## config.mk

```make
export PLATFORM = sky130hd
export DESIGN_NAME = iob_core
export DESIGN_NICKNAME = d
export VERILOG_FILES = /design/src/hdl/iob_pkg.sv /design/src/hdl/iob_addr_gen.sv /design/src/hdl/iob_alu.sv /design/src/hdl/iob_core.sv
export SDC_FILE = /design/constraint.sdc
export NUM_CORES = 1
export LEC_CHECK = 0
export ABC_CLOCK_PERIOD_IN_PS = 4760
export BUFFER_PORTS_ARGS = -buffer_cell sky130_fd_sc_hd__buf_2
export CAP_MARGIN = 25
export CORE_MARGIN = 8
export CORE_UTILIZATION = 40
export CTS_BUF_LIST = sky130_fd_sc_hd__clkbuf_4 sky130_fd_sc_hd__clkbuf_8
export DETAILED_ROUTE_END_ITERATION = 12
export PLACE_DENSITY_LB_ADDON = 0.2
export SYNTH_ARGS = -nofsm -noshare
export SYNTH_HDL_FRONTEND = slang
export SYNTH_SLANG_ARGS = --single-unit
```

## constraint.sdc

```tcl
create_clock -name clk -period 4.76 [get_ports clk]
set_input_delay 1.428 -clock clk [delete_from_list [all_inputs] [get_ports clk]]
set_output_delay 1.428 -clock clk [all_outputs]
set_load 0.05 [all_outputs]
```

## src/hdl/iob_pkg.sv

```systemverilog
// Constants for the indexed-offset byte and bit operation unit
package iob_pkg;
  // ==========================================================
  // Opcode patterns (upper byte of the program word)
  localparam logic [5:0] OPC_ADD_HI    = 6'h09;
  localparam logic [3:0] OPC_BSET_HI   = 4'h8;
  localparam logic [7:0] OPC_FILL      = 8'h68;
  localparam int         POS_ADD_DEST  = 9;
  localparam int         POS_ACCESS    = 8;
  localparam int         POS_BITNUM    = 9;
  // ==========================================================
  // Addressing
  localparam logic [7:0] OFFSET_MAX    = 8'h5F;
  localparam logic [7:0] FILL_VALUE    = 8'hFF;
  localparam logic [7:0] ACC_RESET     = 8'h00;
  localparam logic [3:0] BSR_RESET     = 4'h0;
  localparam logic [11:0] ACCESS_HI_BASE = 12'hF00;
  // ==========================================================
  // Status flag positions
  localparam int FLAG_CARRY    = 0;
  localparam int FLAG_HALF     = 1;
  localparam int FLAG_ZERO     = 2;
  localparam int FLAG_OVERFLOW = 3;
  localparam int FLAG_NEGATIVE = 4;
  localparam logic [4:0] FLAGS_RESET = 5'h00;
  // ==========================================================
  // Phases of one instruction cycle
  typedef enum logic [1:0] {
    IOB_PH_DECODE = 2'b00,
    IOB_PH_READ   = 2'b01,
    IOB_PH_PROC   = 2'b10,
    IOB_PH_WRITE  = 2'b11
  } iob_phase_t;
  // Operation classes
  typedef enum logic [1:0] {
    IOB_OP_NONE = 2'b00,
    IOB_OP_ADD  = 2'b01,
    IOB_OP_BSET = 2'b10,
    IOB_OP_FILL = 2'b11
  } iob_op_t;
endpackage : iob_pkg

```

## src/hdl/iob_addr_gen.sv

```systemverilog
// Effective data address for byte and bit operand fields
`timescale 1ns/1ns
module iob_addr_gen (
  input  wire logic        ext_enable,
  input  wire logic        access_sel,
  input  wire logic [7:0]  field,
  input  wire logic [11:0] frame_ptr,
  input  wire logic [3:0]  bank_sel,
  output logic      [11:0] eff_addr,
  output logic             indexed
);
  // ==========================================================
  // Address selection
  wire logic low_field = (field <= iob_pkg::OFFSET_MAX);
  wire logic [11:0] idx_addr  = frame_ptr + {4'h0, field};
  wire logic [11:0] acc_addr  = low_field ? {4'h0, field}
                              : (iob_pkg::ACCESS_HI_BASE | {4'h0, field});
  wire logic [11:0] bank_addr = {bank_sel, field};

  // Indexed only with extension on, access bank chosen, low field
  assign indexed  = ext_enable & ~access_sel & low_field;
  assign eff_addr = indexed ? idx_addr
                  : (access_sel ? bank_addr : acc_addr);
endmodule : iob_addr_gen

```

## src/hdl/iob_alu.sv

```systemverilog
// Byte adder with status flags plus bit set and fill results
`timescale 1ns/1ns
module iob_alu (
  input  wire logic [1:0] op,
  input  wire logic [7:0] acc,
  input  wire logic [7:0] operand,
  input  wire logic [2:0] bit_num,
  output logic      [7:0] result,
  output logic      [4:0] flags
);
  // ==========================================================
  // Arithmetic
  wire logic [8:0] sum9  = {1'b0, acc} + {1'b0, operand};
  wire logic [4:0] sum5  = {1'b0, acc[3:0]} + {1'b0, operand[3:0]};
  wire logic [7:0] bmask = 8'h01 << bit_num;
  wire logic       ovf   = (acc[7] == operand[7]) & (sum9[7] != acc[7]);

  assign result = (op == iob_pkg::IOB_OP_ADD)  ? sum9[7:0]
                : (op == iob_pkg::IOB_OP_BSET) ? (operand | bmask)
                : (op == iob_pkg::IOB_OP_FILL) ? iob_pkg::FILL_VALUE
                : operand;
  assign flags = {sum9[7], ovf, (sum9[7:0] == 8'h00), sum5[4], sum9[8]};
endmodule : iob_alu

```

## src/hdl/iob_core.sv

```systemverilog
// Decode and execute unit for indexed add, bit set and fill operations
// Operation
// [RULE1] Extension on: access field up to 5Fh is frame pointer offset.
// [RULE2] Offset meaning only when the access select bit is zero.
// [RULE3] Indexed add sums accumulator and byte at frame pointer plus k.
// [RULE4] Add decoded from 0010 01d0 plus eight offset bits.
// [RULE5] Destination bit 0 writes accumulator, 1 writes the data byte.
// [RULE6] Add updates negative, overflow, carry, half-carry and zero.
// [RULE7] One word, one cycle: decode, read, process, write phases.
// [RULE8] Bit set changes only bit b; flags untouched.
// [RULE9] Bit set decoded from 1000 bbb0 plus eight offset bits.
// [RULE10] Fill writes FFh to frame pointer plus k; flags untouched.
// [RULE11] Fill decoded from 0110 1000 plus eight offset bits.
// [RULE12] Extension bit zero disables offset addressing entirely.
// [RULE13] Otherwise same opcodes use access-bank or banked addressing.
`timescale 1ns/1ns
module iob_core (
  input  wire logic        clk,
  input  wire logic        resetn,
  input  wire logic        extended_set_enable,
  input  wire logic        instr_valid,
  input  wire logic [15:0] instr_word,
  input  wire logic [11:0] stack_frame_pointer,
  input  wire logic [3:0]  bank_select,
  input  wire logic [7:0]  mem_rdata,
  output logic             instr_ready,
  output logic             instr_done,
  output logic             instr_illegal,
  output logic [11:0]      mem_addr,
  output logic             mem_read,
  output logic             mem_write,
  output logic [7:0]       mem_wdata,
  output logic [7:0]       accumulator,
  output logic             carry_flag,
  output logic             half_carry_flag,
  output logic             zero_flag,
  output logic             signed_overflow_flag,
  output logic             negative_flag,
  output logic             indexed_access
);
  // ==========================================================
  // State
  iob_pkg::iob_phase_t phase_q, phase_d;
  iob_pkg::iob_op_t    op_q;
  logic [15:0] word_q;
  logic [11:0] addr_q;
  logic [7:0]  operand_q;
  logic [7:0]  acc_q;
  logic [4:0]  flags_q;
  logic        idx_q;
  logic        done_q;
  logic        illegal_q;
  logic [7:0]  mem_wdata_q;
  logic        mem_write_q;

  // ==========================================================
  // Decode of the incoming word
  wire logic add_b   = (instr_word[15:10] == iob_pkg::OPC_ADD_HI); // [RULE4]
  wire logic bset_b  = (instr_word[15:12] == iob_pkg::OPC_BSET_HI); // [RULE9]
  wire logic fill_b  = (instr_word[15:9] == iob_pkg::OPC_FILL[7:1]);
  // Banked forms (a = 1) of the same ops run with literal addressing
  wire logic is_any  = add_b | bset_b | fill_b;
  wire iob_pkg::iob_op_t dec_op =
      add_b  ? iob_pkg::IOB_OP_ADD :
      bset_b ? iob_pkg::IOB_OP_BSET :
      fill_b ? iob_pkg::IOB_OP_FILL : iob_pkg::IOB_OP_NONE; // [RULE11]
  wire logic start   = instr_valid & (phase_q == iob_pkg::IOB_PH_DECODE);

  // ==========================================================
  // Address generation and arithmetic
  logic [11:0] eff_addr;
  logic        eff_indexed;
  logic [7:0]  alu_result;
  logic [4:0]  alu_flags;

  iob_addr_gen u_addr (
    .ext_enable (extended_set_enable),
    .access_sel (word_q[iob_pkg::POS_ACCESS]),
    .field      (word_q[7:0]),
    .frame_ptr  (stack_frame_pointer),
    .bank_sel   (bank_select),
    .eff_addr   (eff_addr),
    .indexed    (eff_indexed)
  ); // [RULE1] [RULE2] [RULE12] [RULE13]

  iob_alu u_alu (
    .op      (op_q),
    .acc     (acc_q),
    .operand (operand_q),
    .bit_num (word_q[11:9]),
    .result  (alu_result),
    .flags   (alu_flags)
  ); // [RULE3] [RULE8]

  // ==========================================================
  // Phase sequence
  always_comb begin
    phase_d = phase_q;
    case (phase_q)
      iob_pkg::IOB_PH_DECODE: begin
        if (start && is_any) begin
          phase_d = iob_pkg::IOB_PH_READ;
        end
      end
      iob_pkg::IOB_PH_READ:  phase_d = iob_pkg::IOB_PH_PROC;
      iob_pkg::IOB_PH_PROC:  phase_d = iob_pkg::IOB_PH_WRITE;
      iob_pkg::IOB_PH_WRITE: phase_d = iob_pkg::IOB_PH_DECODE; // [RULE7]
      default:               phase_d = iob_pkg::IOB_PH_DECODE;
    endcase
  end

  always_ff @(posedge clk or negedge resetn) begin
    if (!resetn) begin
      phase_q <= iob_pkg::IOB_PH_DECODE;
    end else begin
      phase_q <= phase_d;
    end
  end

  // ==========================================================
  // Latch the instruction word in decode
  always_ff @(posedge clk or negedge resetn) begin
    if (!resetn) begin
      word_q <= 16'h0000;
      op_q   <= iob_pkg::IOB_OP_NONE;
    end else if (start && is_any) begin
      word_q <= instr_word;
      op_q   <= dec_op;
    end
  end

  // ==========================================================
  // Read phase: resolve the address; the process phase captures the operand
  always_ff @(posedge clk or negedge resetn) begin
    if (!resetn) begin
      addr_q <= 12'h000;
      idx_q  <= 1'b0;
    end else if (phase_q == iob_pkg::IOB_PH_DECODE && phase_d ==
                 iob_pkg::IOB_PH_READ) begin
      addr_q <= 12'h000;
      idx_q  <= 1'b0;
    end else if (phase_q == iob_pkg::IOB_PH_READ) begin
      addr_q <= eff_addr; // [RULE1]
      idx_q  <= eff_indexed;
    end
  end

  // Memory read is combinational from the word: address is valid in
  // the read phase so the synchronous memory answers by process phase
  assign mem_addr = (phase_q == iob_pkg::IOB_PH_READ) ? eff_addr : addr_q;
  assign mem_read = (phase_q == iob_pkg::IOB_PH_READ);

  always_ff @(posedge clk or negedge resetn) begin
    if (!resetn) begin
      operand_q <= 8'h00;
    end else if (phase_q == iob_pkg::IOB_PH_PROC) begin
      operand_q <= mem_rdata;
    end
  end

  // ==========================================================
  // Write phase: destination and flags
  wire logic in_write = (phase_q == iob_pkg::IOB_PH_WRITE);
  wire logic add_dest_mem = word_q[iob_pkg::POS_ADD_DEST];
  wire logic wr_acc = in_write & (op_q == iob_pkg::IOB_OP_ADD)
                    & ~add_dest_mem;                         // [RULE5]
  wire logic wr_mem = in_write & ((op_q != iob_pkg::IOB_OP_ADD)
                    | add_dest_mem);                         // [RULE5]
  wire logic wr_flg = in_write & (op_q == iob_pkg::IOB_OP_ADD); // [RULE6]
  // Fill and bit set never touch the flags [RULE8] [RULE10]

  // Operand reaches the ALU one cycle late, so the write uses the live
  // ALU output, which already reflects operand_q
  always_ff @(posedge clk or negedge resetn) begin
    if (!resetn) begin
      acc_q <= iob_pkg::ACC_RESET;
    end else if (wr_acc) begin
      acc_q <= alu_result;
    end
  end

  always_ff @(posedge clk or negedge resetn) begin
    if (!resetn) begin
      flags_q <= iob_pkg::FLAGS_RESET;
    end else if (wr_flg) begin
      flags_q <= alu_flags;
    end
  end

  always_ff @(posedge clk or negedge resetn) begin
    if (!resetn) begin
      mem_wdata_q <= 8'h00;
      mem_write_q <= 1'b0;
    end else begin
      mem_write_q <= wr_mem;
      mem_wdata_q <= wr_mem ? alu_result : mem_wdata_q; // [RULE10]
    end
  end

  // ==========================================================
  // Completion and unsupported words
  always_ff @(posedge clk or negedge resetn) begin
    if (!resetn) begin
      done_q    <= 1'b0;
      illegal_q <= 1'b0;
    end else begin
      done_q    <= in_write;
      illegal_q <= start & ~is_any;
    end
  end

  assign instr_ready          = (phase_q == iob_pkg::IOB_PH_DECODE);
  assign instr_done           = done_q;
  assign instr_illegal        = illegal_q;
  assign mem_write            = mem_write_q;
  assign mem_wdata            = mem_wdata_q;
  assign accumulator          = acc_q;
  assign carry_flag           = flags_q[iob_pkg::FLAG_CARRY];
  assign half_carry_flag      = flags_q[iob_pkg::FLAG_HALF];
  assign zero_flag            = flags_q[iob_pkg::FLAG_ZERO];
  assign signed_overflow_flag = flags_q[iob_pkg::FLAG_OVERFLOW];
  assign negative_flag        = flags_q[iob_pkg::FLAG_NEGATIVE];
  assign indexed_access       = idx_q;

  // ==========================================================
  // Checks
  property p_idx_mode;
    @(posedge clk) disable iff (!resetn)
    (phase_q == iob_pkg::IOB_PH_READ && eff_indexed) |->
      (extended_set_enable && !word_q[iob_pkg::POS_ACCESS]
       && word_q[7:0] <= iob_pkg::OFFSET_MAX);
  endproperty
  a_idx_mode: assert property (p_idx_mode) // [RULE1] [RULE2] [RULE12]
    else $error("indexed addressing without its conditions");

  property p_idx_addr;
    @(posedge clk) disable iff (!resetn)
    (phase_q == iob_pkg::IOB_PH_READ && eff_indexed) |->
      (mem_addr == stack_frame_pointer + {4'h0, word_q[7:0]});
  endproperty
  a_idx_addr: assert property (p_idx_addr) // [RULE3]
    else $error("indexed address is not pointer plus offset");

  property p_literal;
    @(posedge clk) disable iff (!resetn)
    (phase_q == iob_pkg::IOB_PH_READ && !extended_set_enable
     && word_q[iob_pkg::POS_ACCESS]) |->
      (mem_addr == {bank_select, word_q[7:0]});
  endproperty
  a_literal: assert property (p_literal) // [RULE13]
    else $error("banked address wrong with extension off");

  property p_phases;
    @(posedge clk) disable iff (!resetn)
    (phase_q == iob_pkg::IOB_PH_READ) |=>
      (phase_q == iob_pkg::IOB_PH_PROC) ##1
      (phase_q == iob_pkg::IOB_PH_WRITE) ##1
      (phase_q == iob_pkg::IOB_PH_DECODE && done_q);
  endproperty
  a_phases: assert property (p_phases) // [RULE7]
    else $error("phase order broken");

  property p_add_acc;
    @(posedge clk) disable iff (!resetn)
    wr_acc |=> (acc_q == $past(alu_result) && !mem_write_q);
  endproperty
  a_add_acc: assert property (p_add_acc) // [RULE5]
    else $error("add to accumulator wrong");

  property p_add_flags;
    @(posedge clk) disable iff (!resetn)
    wr_flg |=> (zero_flag == (acc_q == 8'h00 || add_dest_mem)
                || add_dest_mem);
  endproperty
  a_add_flags: assert property (p_add_flags) // [RULE6]
    else $error("zero flag not updated by add");

  property p_bset;
    @(posedge clk) disable iff (!resetn)
    (in_write && op_q == iob_pkg::IOB_OP_BSET) |=>
      (mem_write && mem_wdata == ($past(operand_q)
       | (8'h01 << $past(word_q[11:9]))) && $stable(flags_q));
  endproperty
  a_bset: assert property (p_bset) // [RULE8]
    else $error("bit set result or flags wrong");

  property p_fill;
    @(posedge clk) disable iff (!resetn)
    (in_write && op_q == iob_pkg::IOB_OP_FILL) |=>
      (mem_write && mem_wdata == iob_pkg::FILL_VALUE && $stable(flags_q));
  endproperty
  a_fill: assert property (p_fill) // [RULE10]
    else $error("fill wrote wrong value or changed flags");

  property p_decode;
    @(posedge clk) disable iff (!resetn)
    (start && instr_word[15:8] == iob_pkg::OPC_FILL) |=>
      (op_q == iob_pkg::IOB_OP_FILL && phase_q == iob_pkg::IOB_PH_READ);
  endproperty
  a_decode: assert property (p_decode) // [RULE11] (fill decode only)
    else $error("fill opcode not decoded");

  property p_decode_add;
    @(posedge clk) disable iff (!resetn)
    (start && instr_word[15:10] == iob_pkg::OPC_ADD_HI) |=>
      (op_q == iob_pkg::IOB_OP_ADD && phase_q == iob_pkg::IOB_PH_READ);
  endproperty
  a_decode_add: assert property (p_decode_add) // [RULE4]
    else $error("add opcode not decoded");

  property p_decode_bset;
    @(posedge clk) disable iff (!resetn)
    (start && instr_word[15:12] == iob_pkg::OPC_BSET_HI) |=>
      (op_q == iob_pkg::IOB_OP_BSET && phase_q == iob_pkg::IOB_PH_READ);
  endproperty
  a_decode_bset: assert property (p_decode_bset) // [RULE9]
    else $error("bit set opcode not decoded");

  property p_add_carry;
    @(posedge clk) disable iff (!resetn)
    wr_flg |=> (carry_flag == (({1'b0, $past(acc_q)}
                + {1'b0, $past(operand_q)}) > 9'h0FF));
  endproperty
  a_add_carry: assert property (p_add_carry) // [RULE6]
    else $error("carry flag wrong after add");

  property p_add_half;
    @(posedge clk) disable iff (!resetn)
    wr_flg |=> (half_carry_flag == (({1'b0, $past(acc_q[3:0])}
                + {1'b0, $past(operand_q[3:0])}) > 5'h0F));
  endproperty
  a_add_half: assert property (p_add_half) // [RULE6]
    else $error("half carry flag wrong after add");

  property p_add_sign;
    @(posedge clk) disable iff (!resetn)
    wr_flg |=> (negative_flag == (add_dest_mem ? mem_wdata[7]
                                                : accumulator[7]));
  endproperty
  a_add_sign: assert property (p_add_sign) // [RULE6]
    else $error("negative flag does not follow the sum");

  property p_add_ovf;
    @(posedge clk) disable iff (!resetn)
    wr_flg |=> (signed_overflow_flag == (($past(acc_q[7]) ==
                $past(operand_q[7])) && (negative_flag != $past(acc_q[7]))));
  endproperty
  a_add_ovf: assert property (p_add_ovf) // [RULE6]
    else $error("signed overflow flag wrong after add");

  property p_ext_off;
    @(posedge clk) disable iff (!resetn)
    (phase_q == iob_pkg::IOB_PH_READ && !extended_set_enable) |=>
      !indexed_access;
  endproperty
  a_ext_off: assert property (p_ext_off) // [RULE12]
    else $error("indexed access with the extension off");
endmodule : iob_core

```

# Yosys cells after proc, flatten, opt, wreduce, memory -nomap -nowiden
# Index checks and enable logic that the tools add are counted.
[totals]
inputBits = 44
output_inout_bits = 39
reg_bits = 61
[op_classes]
n_reduce_logical = 5
bitwise_logic = 15
addsub = 3
magnitude_cmp = 1
eq_ne = 13
muxes = 15
shift = 1
[ops]
columns = ["operator", "n"]
rows = [
  ["$mux W12", 5],
  ["$mux W8", 3],
  ["$add A12 B8 Y12", 1],
  ["$add A8 B8 Y9", 1],
  ["$and A1 B1 Y1", 8],
  ["$eq A2 B2 Y1 const B", 4],
  ["$le A8 B7 Y1 const B", 1],
  ["$logic_not A8 Y1", 1],
  ["$mux W2", 4],
  ["$or A8 B8 Y8", 1],
  ["$pmux W2 S4", 1],
  ["$shl A1 B3 Y8 const A", 1],
  ["$eq A7 B6 Y1 const B", 1],
  ["$eq A2 B1 Y1 const B", 3],
  ["$eq A6 B4 Y1 const B", 1],
  ["$add A4 B4 Y5", 1],
  ["$eq A4 B4 Y1 const B", 1],
  ["$not A1 Y1", 3],
  ["$or A1 B1 Y1", 3],
  ["$logic_and A1 B1 Y1", 2],
  ["$logic_not A2 Y1", 1],
  ["$mux W1", 2],
  ["$ne A2 B1 Y1 const B", 1],
  ["$reduce_bool A2 Y1", 1],
  ["other kinds (2)", 2],
]

# Depth between registers and ports, before layout
# Gate-level depths: netlist of the first run.
[depth]
depth_word = 9
ltp_mapped = 8

# Cells and area by module
# From an unflattened synthesis of the first run, not the netlist that was laid out.
[hier_totals]
cells_unflattened = 326
area_unflattened_um2 = 3619.7
[by_module_without_submodules]
columns = ["module", "area_per_inst_um2", "instances", "cells_per_inst", "seq_area_each_um2"]
rows = [
  ["iob_core", 2482.4, 1, 167, 1526.5],
  ["iob_addr_gen", 584.3, 1, 80, 0.0],
  ["iob_alu", 553.0, 1, 79, 0.0],
]

# Least setup slack after synthesis of the first run
# No wires, ideal clock.
[synth_timing]
kind = "input to output"
start = "input stack_frame_pointer[0]"
end = "output mem_addr[8]"
required_ps = 3332
stages = 8
path_slack_ps = -407
arrival_ps = 3739
cell_sequence = "ha_1 > inv_1 > fa_1 > nor2b_1 > o31a_1 > o211ai_1 > nor4b_1 > nor3_1"
[synth_between]
elab_chain_cells = 3
[synth_rtl]
columns = ["item", "line", "rtl"]
rows = [
  ["from (decl)", "iob_core.sv:23", "input wire logic [11:0] stack_frame_pointer,"],
  ["$add A12 B8 Y12", "iob_addr_gen.sv:15", "wire logic [11:0] idx_addr = frame_ptr + {4'h0, field};"],
  ["$mux W12", "iob_addr_gen.sv:22", "assign eff_addr = indexed ? idx_addr"],
  ["$mux W12", "--", ""],
  ["to (decl)", "iob_core.sv:29", "output logic [11:0] mem_addr,"],
]
# Every way passes these cells.

# Worst setup path after layout of the first run
[layout_timing]
start = "input stack_frame_pointer[1]"
end = "output mem_addr[11]"
# The elaborated chain is that of the path after synthesis.

==> results.py, run 1 <==
metrics = {
    "routing": {
        "drtIter0Drc": 150,
        "drtPass1Iterations": 4,
        "wl_per_cell_um": 16.35,
        "vias_per_cell": 5.497,
        "routed_wl_um": 9726,
        "vias": 3271,
        "antenna_left": 0,
        "drc": 0,
    },
    "timing": {
        "period_share": 0.9904,
        "slew_viol_final": 0,
        "min_period_ns": 4.714,
        "skew_ns": 0.01017,
        "rsz0062_at_grt": "false",
        "final_hold_viol_count": 0,
        "fin_tns_setup_ns": 0,
        "slew_headroom": 0.3299,
        "fmax_mhz": 212.1,
        "fin_hold_ws_ns": 0.4837,
        "worstMarginPinSlew_ns": 0.9984,
        "setup_violations": 0,
        "fin_ws_ns": 0.04587,
    },
    "worst_setup_path": {
        "rrSetupSlack_ns": 2.36,
        "cp.required_ns": 3.33,
        "start_kind": "primary input",
        "worstSetupPathType": "primary input to primary output",
        "r2r_end": "mem_wdata[5]",
        "worstPathArrival_ns": 3.29,
        "cpLargestDelayFamily": "compound AO/OA/AOI/OAI gates",
        "slowest_delay_ns": 0.50,
        "cp_max_fo": 2,
        "slowest_stage": "or4b_4",
        "reg2reg_from": "op_q[0]",
        "rr_worst_depth": 5,
        "critPathBufInv": 2,
        "cp_cell_sequence": "buf_2 > ha_4 > a211oi_2 > o21ai_2 > a221o_1 > or4b_4 > nand3_2 > buf_8",
        "end_kind": "primary output",
    },
    "grt": {
        "track_usage": 0.1574,
        "antenna_found_initial": 0,
        "first_global_vias": 3278,
        "grt_pass1_wl_um": 16010,
        "gr-total-overflow": 0,
        "grt_max_degree": 44,
    },
    "cts": {
        "cts.path.max_buffers": 2,
        "root_buffer": "clkbuf_8",
        "cts_num_sinks": 61,
        "clkLatencyLatePin_ns": 0.35,
        "clk_pin_slew_ns": 0.07,
        "cts_max_level": 3,
        "cts_buffers": 9,
        "cts_tree": "built",
    },
    "power_and_ir_drop": {
        "sequentialPowerShare": 0.267,
        "combPwrFrac": 0.598,
        "switching_share": 0.4999,
        "internal_power_w": 0.001740,
        "leakagePower_nw": 2.164,
        "cellPowerDensity_nw_per_um2": 759.4,
        "netSwitchingPower_w": 0.001739,
        "clkPwrFrac": 0.136,
        "ir_drop_uv": 362.4,
    },
    "worst_hold_path": {
        "min_from": "mem_wdata[3]",
        "min-delay-path-class": "flop to flop",
        "worstHoldEndpoint": "mem_wdata[3]",
        "hold_depth": 2,
    },
    "yosys": {
        "synth_nets": 450,
        "seq_area_frac_synth": 0.4213,
        "synth.area.top_cells": "dfrtp_1 42%, ha_1 6.9%, nand2_1 4.7%",
        "yosysWarningCount": 0,
        "netlist_area_um2": 3623,
        "yosysUniqueCellTypes": 57,
        "synthCells": 384,
        "synthFlopType": "dfrtp_1",
        "synth_top_area_cell": "dfrtp_1",
        "synth_seq_cells": 61,
        "synth-edff-count": 0,
        "ys_async_sr_fraction": 1.000,
        "yosysTopAreaCellShare": 0.4213,
        "avgSynthCellArea_um2": 9.436,
    },
    "layout": {
        "diodes": 0,
        "final_util": 0.5228,
        "layout-drive-gt1-share": 0.2957,
        "final_nets": 548,
        "syn_to_final_growth_pct": 26.45,
    },
    "placed_design": {
        "dp_slack_ns": -0.09724,
        "dp_hpwl_um": 7423,
        "portBuffers": 82,
        "gp_congestion": 0.8657,
    },
    "floorplanning": {
        "start_util": 0.4135,
        "die_h_um": 111.2,
        "io_pins": 83,
        "dieArea_um2": 12360,
        "core_um2": 8763,
        "fp.dieW_um": 111.2,
        "num_rows": 34,
    },
    "job": {
        "maxCapViolations": 0,
    },
    "run_status": {
        "status": "finished clean",
    },
}
placed cells by master, fill, tap and decap left out, drive strengths merged, types with 7 or more instances in the layout:
cell,n
o21ai,39
a21oi,22
ha,20
nor2,30
buf,97
o31ai,8
a21o,8
nor3,7
mux2,16
nand2,45
dfrtp,61
clkbuf,13
a31oi,8
inv,16
nand3,9
power by group through the flow:
stage          logic (W)  clock network, W  registers (W)
2_1_floorplan    0.00130                 0        0.00111
3_3_place_gp     0.00196                 0       0.000923
3_5_place_dp     0.00200                 0       0.000931
4_1_cts          0.00202          0.000483       0.000922
5_1_grt          0.00227          0.000506       0.000961
6_report         0.00208          0.000472       0.000928
layout make-up:
cell class,instances,area [um2]
fillers,845,4182
multi-input cells,296,2090
well taps,108,135.1
inverters,16,60.06
clock buffers,12,152.6
clock inverters,4,47.55
repair buffers,98,570.5
flip-flops and latches,61,1526
routing by layer:
metal  part of all wire  vias up  global-route usage
met1               0.49     1557              0.2072
met3              0.049       14             0.03788
li1                   -     1616                   -
met2               0.44       84              0.2390
met4              0.018        0             0.06756
met5                  0        -                   0
synth_stat cells (9+ instances only):
cell type and instances:
a21oi_1 19, clkbuf_1 9, dfrtp_1 61, ha_1 20, inv_1 16, mux2_1 9, nand2_1 45, nand3_1 9
nor2_1 30, o21ai_0 21, o21ai_1 18
flip-flops by register name (all words and copies together), names as in the netlist:
signal	count
accumulator	8
addr_q	12
flags_q	5
indexed_access	1
instr_done	1
instr_illegal	1
mem_wdata	8
mem_write	1
op_q	2
operand_q	8
phase_q	2
word_q	12
kinds of logic (layout without fill, tap and decap cells):
kind of cell / Yosys count / after routing / share of synthesized area
buffers and inverters: 27 / 130 / 0.02935
AND/OR/NAND/NOR: 127 / 127 / 0.1727
XOR/XNOR: 6 / 6 / 0.01450
AO/OA/AOI/OAI: 122 / 122 / 0.2241
flip-flops: 61 / 61 / 0.4213
adder cells (fa/ha/maj): 22 / 22 / 0.08011
multiplexers: 19 / 19 / 0.05801
what timing repair did:
item,CTS,global route
endpoints found under the setup margin,3,5
gates resized for setup,6,18
pin swaps,1,11
hold buffers,0,0
hold endpoints to repair,0,0
setup buffers,0,2
worst register-to-register path, delay by kind of cell, from the launching register on:
| kind | cells | cell delay [ns] |
|---|---|---|
| AOI/OAI and AO/OA | 3 | 1.10 |
| buffers and inverters | 1 | 0.27 |
| DFF | 1 | 0.57 |
| and+or+nand+nor | 1 | 0.34 |
how the worst max path moves through the flow:
stage                                 from            to  slack, ns  cells after the start
floorplan           stack_frame_pointer[0]   mem_addr[8]       0.02                      8
global placement    stack_frame_pointer[1]  mem_addr[11]      -0.08                      8
detailed placement  stack_frame_pointer[1]  mem_addr[11]       -0.1                      8
CTS                 stack_frame_pointer[0]   mem_addr[8]      0.008                     10
global route        stack_frame_pointer[4]  mem_addr[11]      0.002                      8
finish              stack_frame_pointer[1]  mem_addr[11]       0.05                      8
metrics by stage:
step	instances	total power [W]	cell area, um2
final	595	0.003480	4582
after global routing	595	0.003734	4582
after CTS	592	0.003427	4472
after detailed placement	576	0.002926	4248
after global placement	576	0.002887	4248
after floorplan	384	0.002417	3651
No activity file was read; power rests on OpenSTA's default activity.
==> inputs of run 2 (changes only) <==
--- a/config.mk
+++ b/config.mk
@@ -5,11 +5,11 @@
 export SDC_FILE = /design/constraint.sdc
 export NUM_CORES = 1
 export LEC_CHECK = 0
-export ABC_CLOCK_PERIOD_IN_PS = 4760
+export ABC_CLOCK_PERIOD_IN_PS = 3790
 export BUFFER_PORTS_ARGS = -buffer_cell sky130_fd_sc_hd__buf_2
 export CAP_MARGIN = 25
 export CORE_MARGIN = 8
-export CORE_UTILIZATION = 40
+export CORE_UTILIZATION = 50
 export CTS_BUF_LIST = sky130_fd_sc_hd__clkbuf_4 sky130_fd_sc_hd__clkbuf_8
 export DETAILED_ROUTE_END_ITERATION = 12
 export PLACE_DENSITY_LB_ADDON = 0.2
==> constraint.sdc (replaced) <==
create_clock -name clk -period 3.79 [get_ports clk]
set_input_delay 1.137 -clock clk [delete_from_list [all_inputs] [get_ports clk]]
set_output_delay 1.137 -clock clk [all_outputs]
set_load 0.05 [all_outputs]
==> results.py, run 2 (synthesis gave the netlist of run 1 again) <==
metrics = {
    "run_status": {
        "status": "complete, but fails checks",
        "violations": "setup timing",
    },
    "routing": {
        "drtIter0Drc": 92,
        "wl_per_cell_um": 17.08,
        "antenna_left": 0,
        "vias": 3551,
        "topRoutingLayerUsed": "met4",
        "met1_length_um": 4275,
        "drc": 0,
        "vias_per_cell": 5.737,
        "drtPass1Iterations": 4,
        "routed_wl_um": 10570,
        "route.met2.wl_um": 5403,
        "dr_wl_met3_um": 639,
    },
    "placed_design": {
        "portBuffers": 82,
        "dp.cells": 586,
        "gp_congestion": 0.9234,
        "dp_hpwl_um": 7551,
        "placed_area_um2": 4524,
    },
    "grt": {
        "track_usage": 0.2087,
        "first_global_vias": 3612,
        "grt_pass1_wl_um": 16970,
        "grt_max_degree": 40,
        "antenna_found_initial": 0,
        "gr-total-overflow": 0,
    },
    "cts": {
        "cts_buffers": 9,
        "cts_hold_buf": 0,
        "cts_tree": "built",
        "clk_pin_slew_ns": 0.07,
        "clkLatencyLatePin_ns": 0.34,
        "cts_max_level": 3,
        "root_buffer": "clkbuf_8",
        "cts.path.max_buffers": 2,
        "cts_num_sinks": 61,
    },
    "timing": {
        "slew_viol_final": 0,
        "min_period_ns": 4.163,
        "slew_headroom": 0.4184,
        "fin_ws_ns": -0.3734,
        "fin_hold_ws_ns": 0.4722,
        "setup_violations": 8,
        "worstMarginPinSlew_ns": 0.8724,
        "rsz0062_at_grt": "true",
        "period_share": 1.099,
        "fmax_mhz": 240.2,
        "final_hold_viol_count": 0,
        "skew_ns": 0.006229,
    },
    "floorplanning": {
        "dieArea_um2": 10230,
        "core_um2": 7137,
        "io_pins": 83,
        "die_h_um": 101.1,
        "fp.dieW_um": 101.1,
        "start_util": 0.5077,
        "num_rows": 31,
    },
    "worst_setup_path": {
        "cp_max_fo": 2,
        "end_kind": "primary output",
        "worstPathArrival_ns": 3.03,
        "worstSetupPathType": "primary input to primary output",
        "start_kind": "primary input",
        "cp.required_ns": 2.65,
    },
    "layout": {
        "fillers": 581,
        "top_regs": "addr_q: 12 flops, word_q: 12 flops",
        "fin_cells": 619,
        "final_cell_mix": "70 x buf_2, 61 x dfrtp_1, 44 x nand2_1, 42 x buf_4, 30 x nor2_1",
        "final_nets": 582,
        "layout-drive-gt1-share": 0.3673,
        "stdcell_area_um2": 5026,
        "mostFrequentLayoutCell": "buf_2",
        "final_util": 0.7042,
        "syn_to_final_growth_pct": 38.71,
        "diodes": 0,
    },
    "worst_hold_path": {
        "min-delay-path-class": "flop to flop",
    },
    "power_and_ir_drop": {
        "leakagePower_nw": 2.362,
        "cellPowerDensity_nw_per_um2": 945.3,
        "ir_drop_uv": 624.0,
    },
    "job": {
        "maxCapViolations": 0,
    },
}
-- run 2: power breakdown --
group / internal, W / leakage, nW / switching, W
Sequential: 0.000933 / 0.763 / 0.000237
Combinational: 0.00119 / 1.50 / 0.00187
Clock: 0.000272 / 0.0935 / 0.000251
-- run 2: routing by layer --
layer	up-vias	track usage
li1	1683	-
met1	1700	0.2372
met2	137	0.3689
met3	31	0.04605
met4	0	0.08706
met5	-	0
-- run 2: final cells by class --
type                       count  area (um2)  share of cell area
clock inverter                 2       10.01            0.001992
clock buffer                  13       160.2             0.03186
tap                           99       123.9             0.02465
timing repair buffer         132       902.1              0.1795
inverter                      16       60.06             0.01195
sequential                    61        1526              0.3037
multi-input combinational    296        2243              0.4464
-- run 2: critical path, stage by stage --
cell      delay (ns)
buf_8           0.10
ha_4            0.22
a211oi_4        0.28
o21ai_2         0.13
a221o_1         0.36
or4b_4          0.58
nand3_4         0.08
buf_8           0.14
-- run 2: final timing paths --
kind	from	endpoint	slack [ns]	cells past startpoint
max	stack_frame_pointer[1]	mem_addr[11]	-0.37	8
min	flags_q[1]	flags_q[1]	0.47	2
max reg2reg	word_q[0]	addr_q[6]	0.53	20
min reg2reg	flags_q[1]	flags_q[1]	0.47	2
max in group asynchronous	resetn	addr_q[4]	2.15	2
min in group asynchronous	resetn	mem_wdata[1]	0.92	1
-- run 2: stage by stage --
| stage | TNS (ns) | power [W] | worst slack [ns] |
|---|---|---|---|
| after floorplan | -0.2203 | 0.003166 | -0.1141 |
| after global placement | -2.157 | 0.003826 | -0.4590 |
| after detailed placement | -2.311 | 0.003891 | -0.4847 |
| after CTS | -0.9431 | 0.004643 | -0.3137 |
| after global routing | -1.923 | 0.005019 | -0.4189 |
| final | -1.506 | 0.004751 | -0.3734 |
-- run 2: what timing repair did --
item,CTS,global route
pin swaps,15,11
setup endpoints to repair,8,10
resized for setup,31,16
gates cloned,0,0
setup buffers,16,4
==> inputs of run 3 (changes only) <==
--- a/config.mk
+++ b/config.mk
@@ -13,6 +13,7 @@
 export CTS_BUF_LIST = sky130_fd_sc_hd__clkbuf_4 sky130_fd_sc_hd__clkbuf_8
 export DETAILED_ROUTE_END_ITERATION = 12
 export PLACE_DENSITY_LB_ADDON = 0.2
+export RECOVER_POWER = 50
 export SYNTH_ARGS = -nofsm -noshare
 export SYNTH_HDL_FRONTEND = slang
 export SYNTH_SLANG_ARGS = --single-unit
==> results.py, run 3 (synthesis gave the netlist of run 1 again) <==
metrics = {
    "run_status": {
        "status": "complete, but fails checks",
        "violations": "capacitance limit, slew limit, setup timing",
    },
    "routing": {
        "vias_per_cell": 5.727,
        "antenna_left": 0,
        "drtIter0Drc": 112,
        "routed_wl_um": 10530,
        "vias": 3545,
        "drc": 0,
        "wl_per_cell_um": 17.01,
        "drtPass1Iterations": 5,
    },
    "worst_setup_path": {
        "reg2reg_from": "word_q[0]",
        "cp_max_fo": 2,
        "cp_common_cell": "buf_8",
        "rrSetupSlack_ns": 0.54,
        "slowest_stage": "or4b_4",
        "r2r_end": "addr_q[6]",
        "slowest_delay_ns": 0.58,
        "end_kind": "primary output",
        "cp.required_ns": 2.65,
        "cp_cell_sequence": "buf_8 > ha_4 > a211oi_4 > o21ai_2 > a221o_1 > or4b_4 > nand3_4 > buf_8",
        "worstPathArrival_ns": 3.02,
        "worstSetupPathType": "primary input to primary output",
        "start_kind": "primary input",
        "rr_worst_depth": 20,
    },
    "timing": {
        "skew_ns": 0.006220,
        "worstMarginPinSlew_ns": 2.107,
        "slew_viol_final": 40,
        "setup_violations": 8,
        "min_period_ns": 4.153,
        "rsz0062_at_grt": "true",
        "period_share": 1.096,
        "slew_headroom": -0.4044,
        "fin_ws_ns": -0.3634,
        "fin_tns_setup_ns": -1.458,
        "final_hold_viol_count": 0,
        "fmax_mhz": 240.8,
    },
    "grt": {
        "gr-total-overflow": 0,
        "first_global_vias": 3612,
        "grt_max_degree": 40,
        "grt_pass1_wl_um": 16970,
        "track_usage": 0.2087,
        "antenna_found_initial": 0,
    },
    "cts": {
        "cts_buffers": 9,
        "cts_tree": "built",
        "cts_max_level": 3,
        "cts_hold_buf": 0,
        "root_buffer": "clkbuf_8",
        "cts.path.max_buffers": 2,
        "clk_pin_slew_ns": 0.07,
        "cts_num_sinks": 61,
        "clkLatencyLatePin_ns": 0.33,
    },
    "floorplanning": {
        "core_um2": 7137,
        "start_util": 0.5077,
        "num_rows": 31,
        "die_h_um": 101.1,
        "fp.dieW_um": 101.1,
        "dieArea_um2": 10230,
        "io_pins": 83,
    },
    "layout": {
        "final_util": 0.7028,
        "diodes": 0,
        "mostFrequentLayoutCell": "buf_2",
        "top_regs": "addr_q: 12 flops, word_q: 12 flops",
        "stdcell_area_um2": 5016,
        "syn_to_final_growth_pct": 38.43,
        "layout-drive-gt1-share": 0.3596,
        "final_cell_mix": "68 x buf_2, 61 x dfrtp_1, 44 x nand2_1, 40 x buf_4, 30 x nor2_1",
        "final_nets": 582,
    },
    "worst_hold_path": {
        "hold_depth": 2,
        "min_from": "flags_q[1]",
        "worstHoldEndpoint": "flags_q[1]",
        "min-delay-path-class": "flop to flop",
    },
    "job": {
        "maxCapViolations": 1,
    },
    "power_and_ir_drop": {
        "leakagePower_nw": 2.348,
        "ir_drop_uv": 622.3,
        "cellPowerDensity_nw_per_um2": 945.2,
    },
    "placed_design": {
        "placed_area_um2": 4524,
        "dp_hpwl_um": 7551,
        "gp_congestion": 0.9234,
        "portBuffers": 82,
    },
}
-- run 3: cell count changes in the layout (fill, tap and decap cells not counted) --
| cell | change |
|---|---|
| clkbuf_1 | +4 |
| buf_2 | -2 |
| buf_4 | -2 |
| o21ai_0 | +2 |
| o21ai_1 | -2 |
| and2_0 | +1 |
| and2_1 | -1 |
-- run 3: power breakdown --
group	internal (W)	total, W	leakage (nW)	switching (W)
combinational	0.00119	0.00305	1.49	0.00186
clock	0.000272	0.000521	0.0935	0.000249
sequential	0.000933	0.00117	0.763	0.000234
total	0.00239	0.00474	2.35	0.00235
-- run 3: worst max-delay path, delay by kind of cell --
kind | cells | cell delay (ns)
AOI/OAI and AO/OA | 3 | 0.76
and+or+nand+nor | 2 | 0.66
buffers and inverters | 2 | 0.24
adders and majority gates | 1 | 0.22
-- run 3: worst max-delay path by stage --
stage               slack [ns]  depth (start not counted)           end              startpoint
floorplan                -0.11                          8   mem_addr[8]  stack_frame_pointer[0]
global placement         -0.46                          8  mem_addr[11]  stack_frame_pointer[1]
detailed placement       -0.48                         10   mem_addr[8]  stack_frame_pointer[0]
CTS                      -0.31                          8  mem_addr[11]  stack_frame_pointer[1]
global route             -0.42                          8  mem_addr[11]  stack_frame_pointer[1]
finish                   -0.36                          8  mem_addr[11]  stack_frame_pointer[1]
-- run 3: timing repair --
action	in CTS	in global routing
gates resized for setup	31	16
setup buffers	16	4
pin swaps	15	11
endpoints found under the setup margin	8	10
gates cloned	0	0
-- run 3: layout make-up --
class / count / area (um2)
sequential: 61 / 1526
multi-input combinational: 296 / 2243
timing repair buffer: 132 / 892.1
clock inverter: 2 / 10.01
tap: 99 / 123.9
fill: 584 / 2121
inverter: 16 / 60.06
clock buffer: 13 / 160.2
-- run 3: metrics by stage --
| step | cells | worst slack [ns] | power, W | hold WS [ns] |
|---|---|---|---|---|
| after floorplan | 384 | -0.1141 | 0.003166 | 0.5084 |
| after global placement | 586 | -0.4590 | 0.003826 | 0.4593 |
| after detailed placement | 586 | -0.4847 | 0.003891 | 0.4653 |
| after CTS | 617 | -0.3137 | 0.004643 | 0.4802 |
| after global routing | 619 | -0.4189 | 0.005016 | 0.5165 |
| final | 619 | -0.3634 | 0.004741 | 0.4716 |
-- run 3: per-layer routing --
metal	part of all wire	routed length [um]	GRT usage
met4	0.023	242	0.08706
met3	0.064	674	0.04605
met1	0.40	4217	0.2372
met2	0.51	5395	0.3689
met5	0	0	0
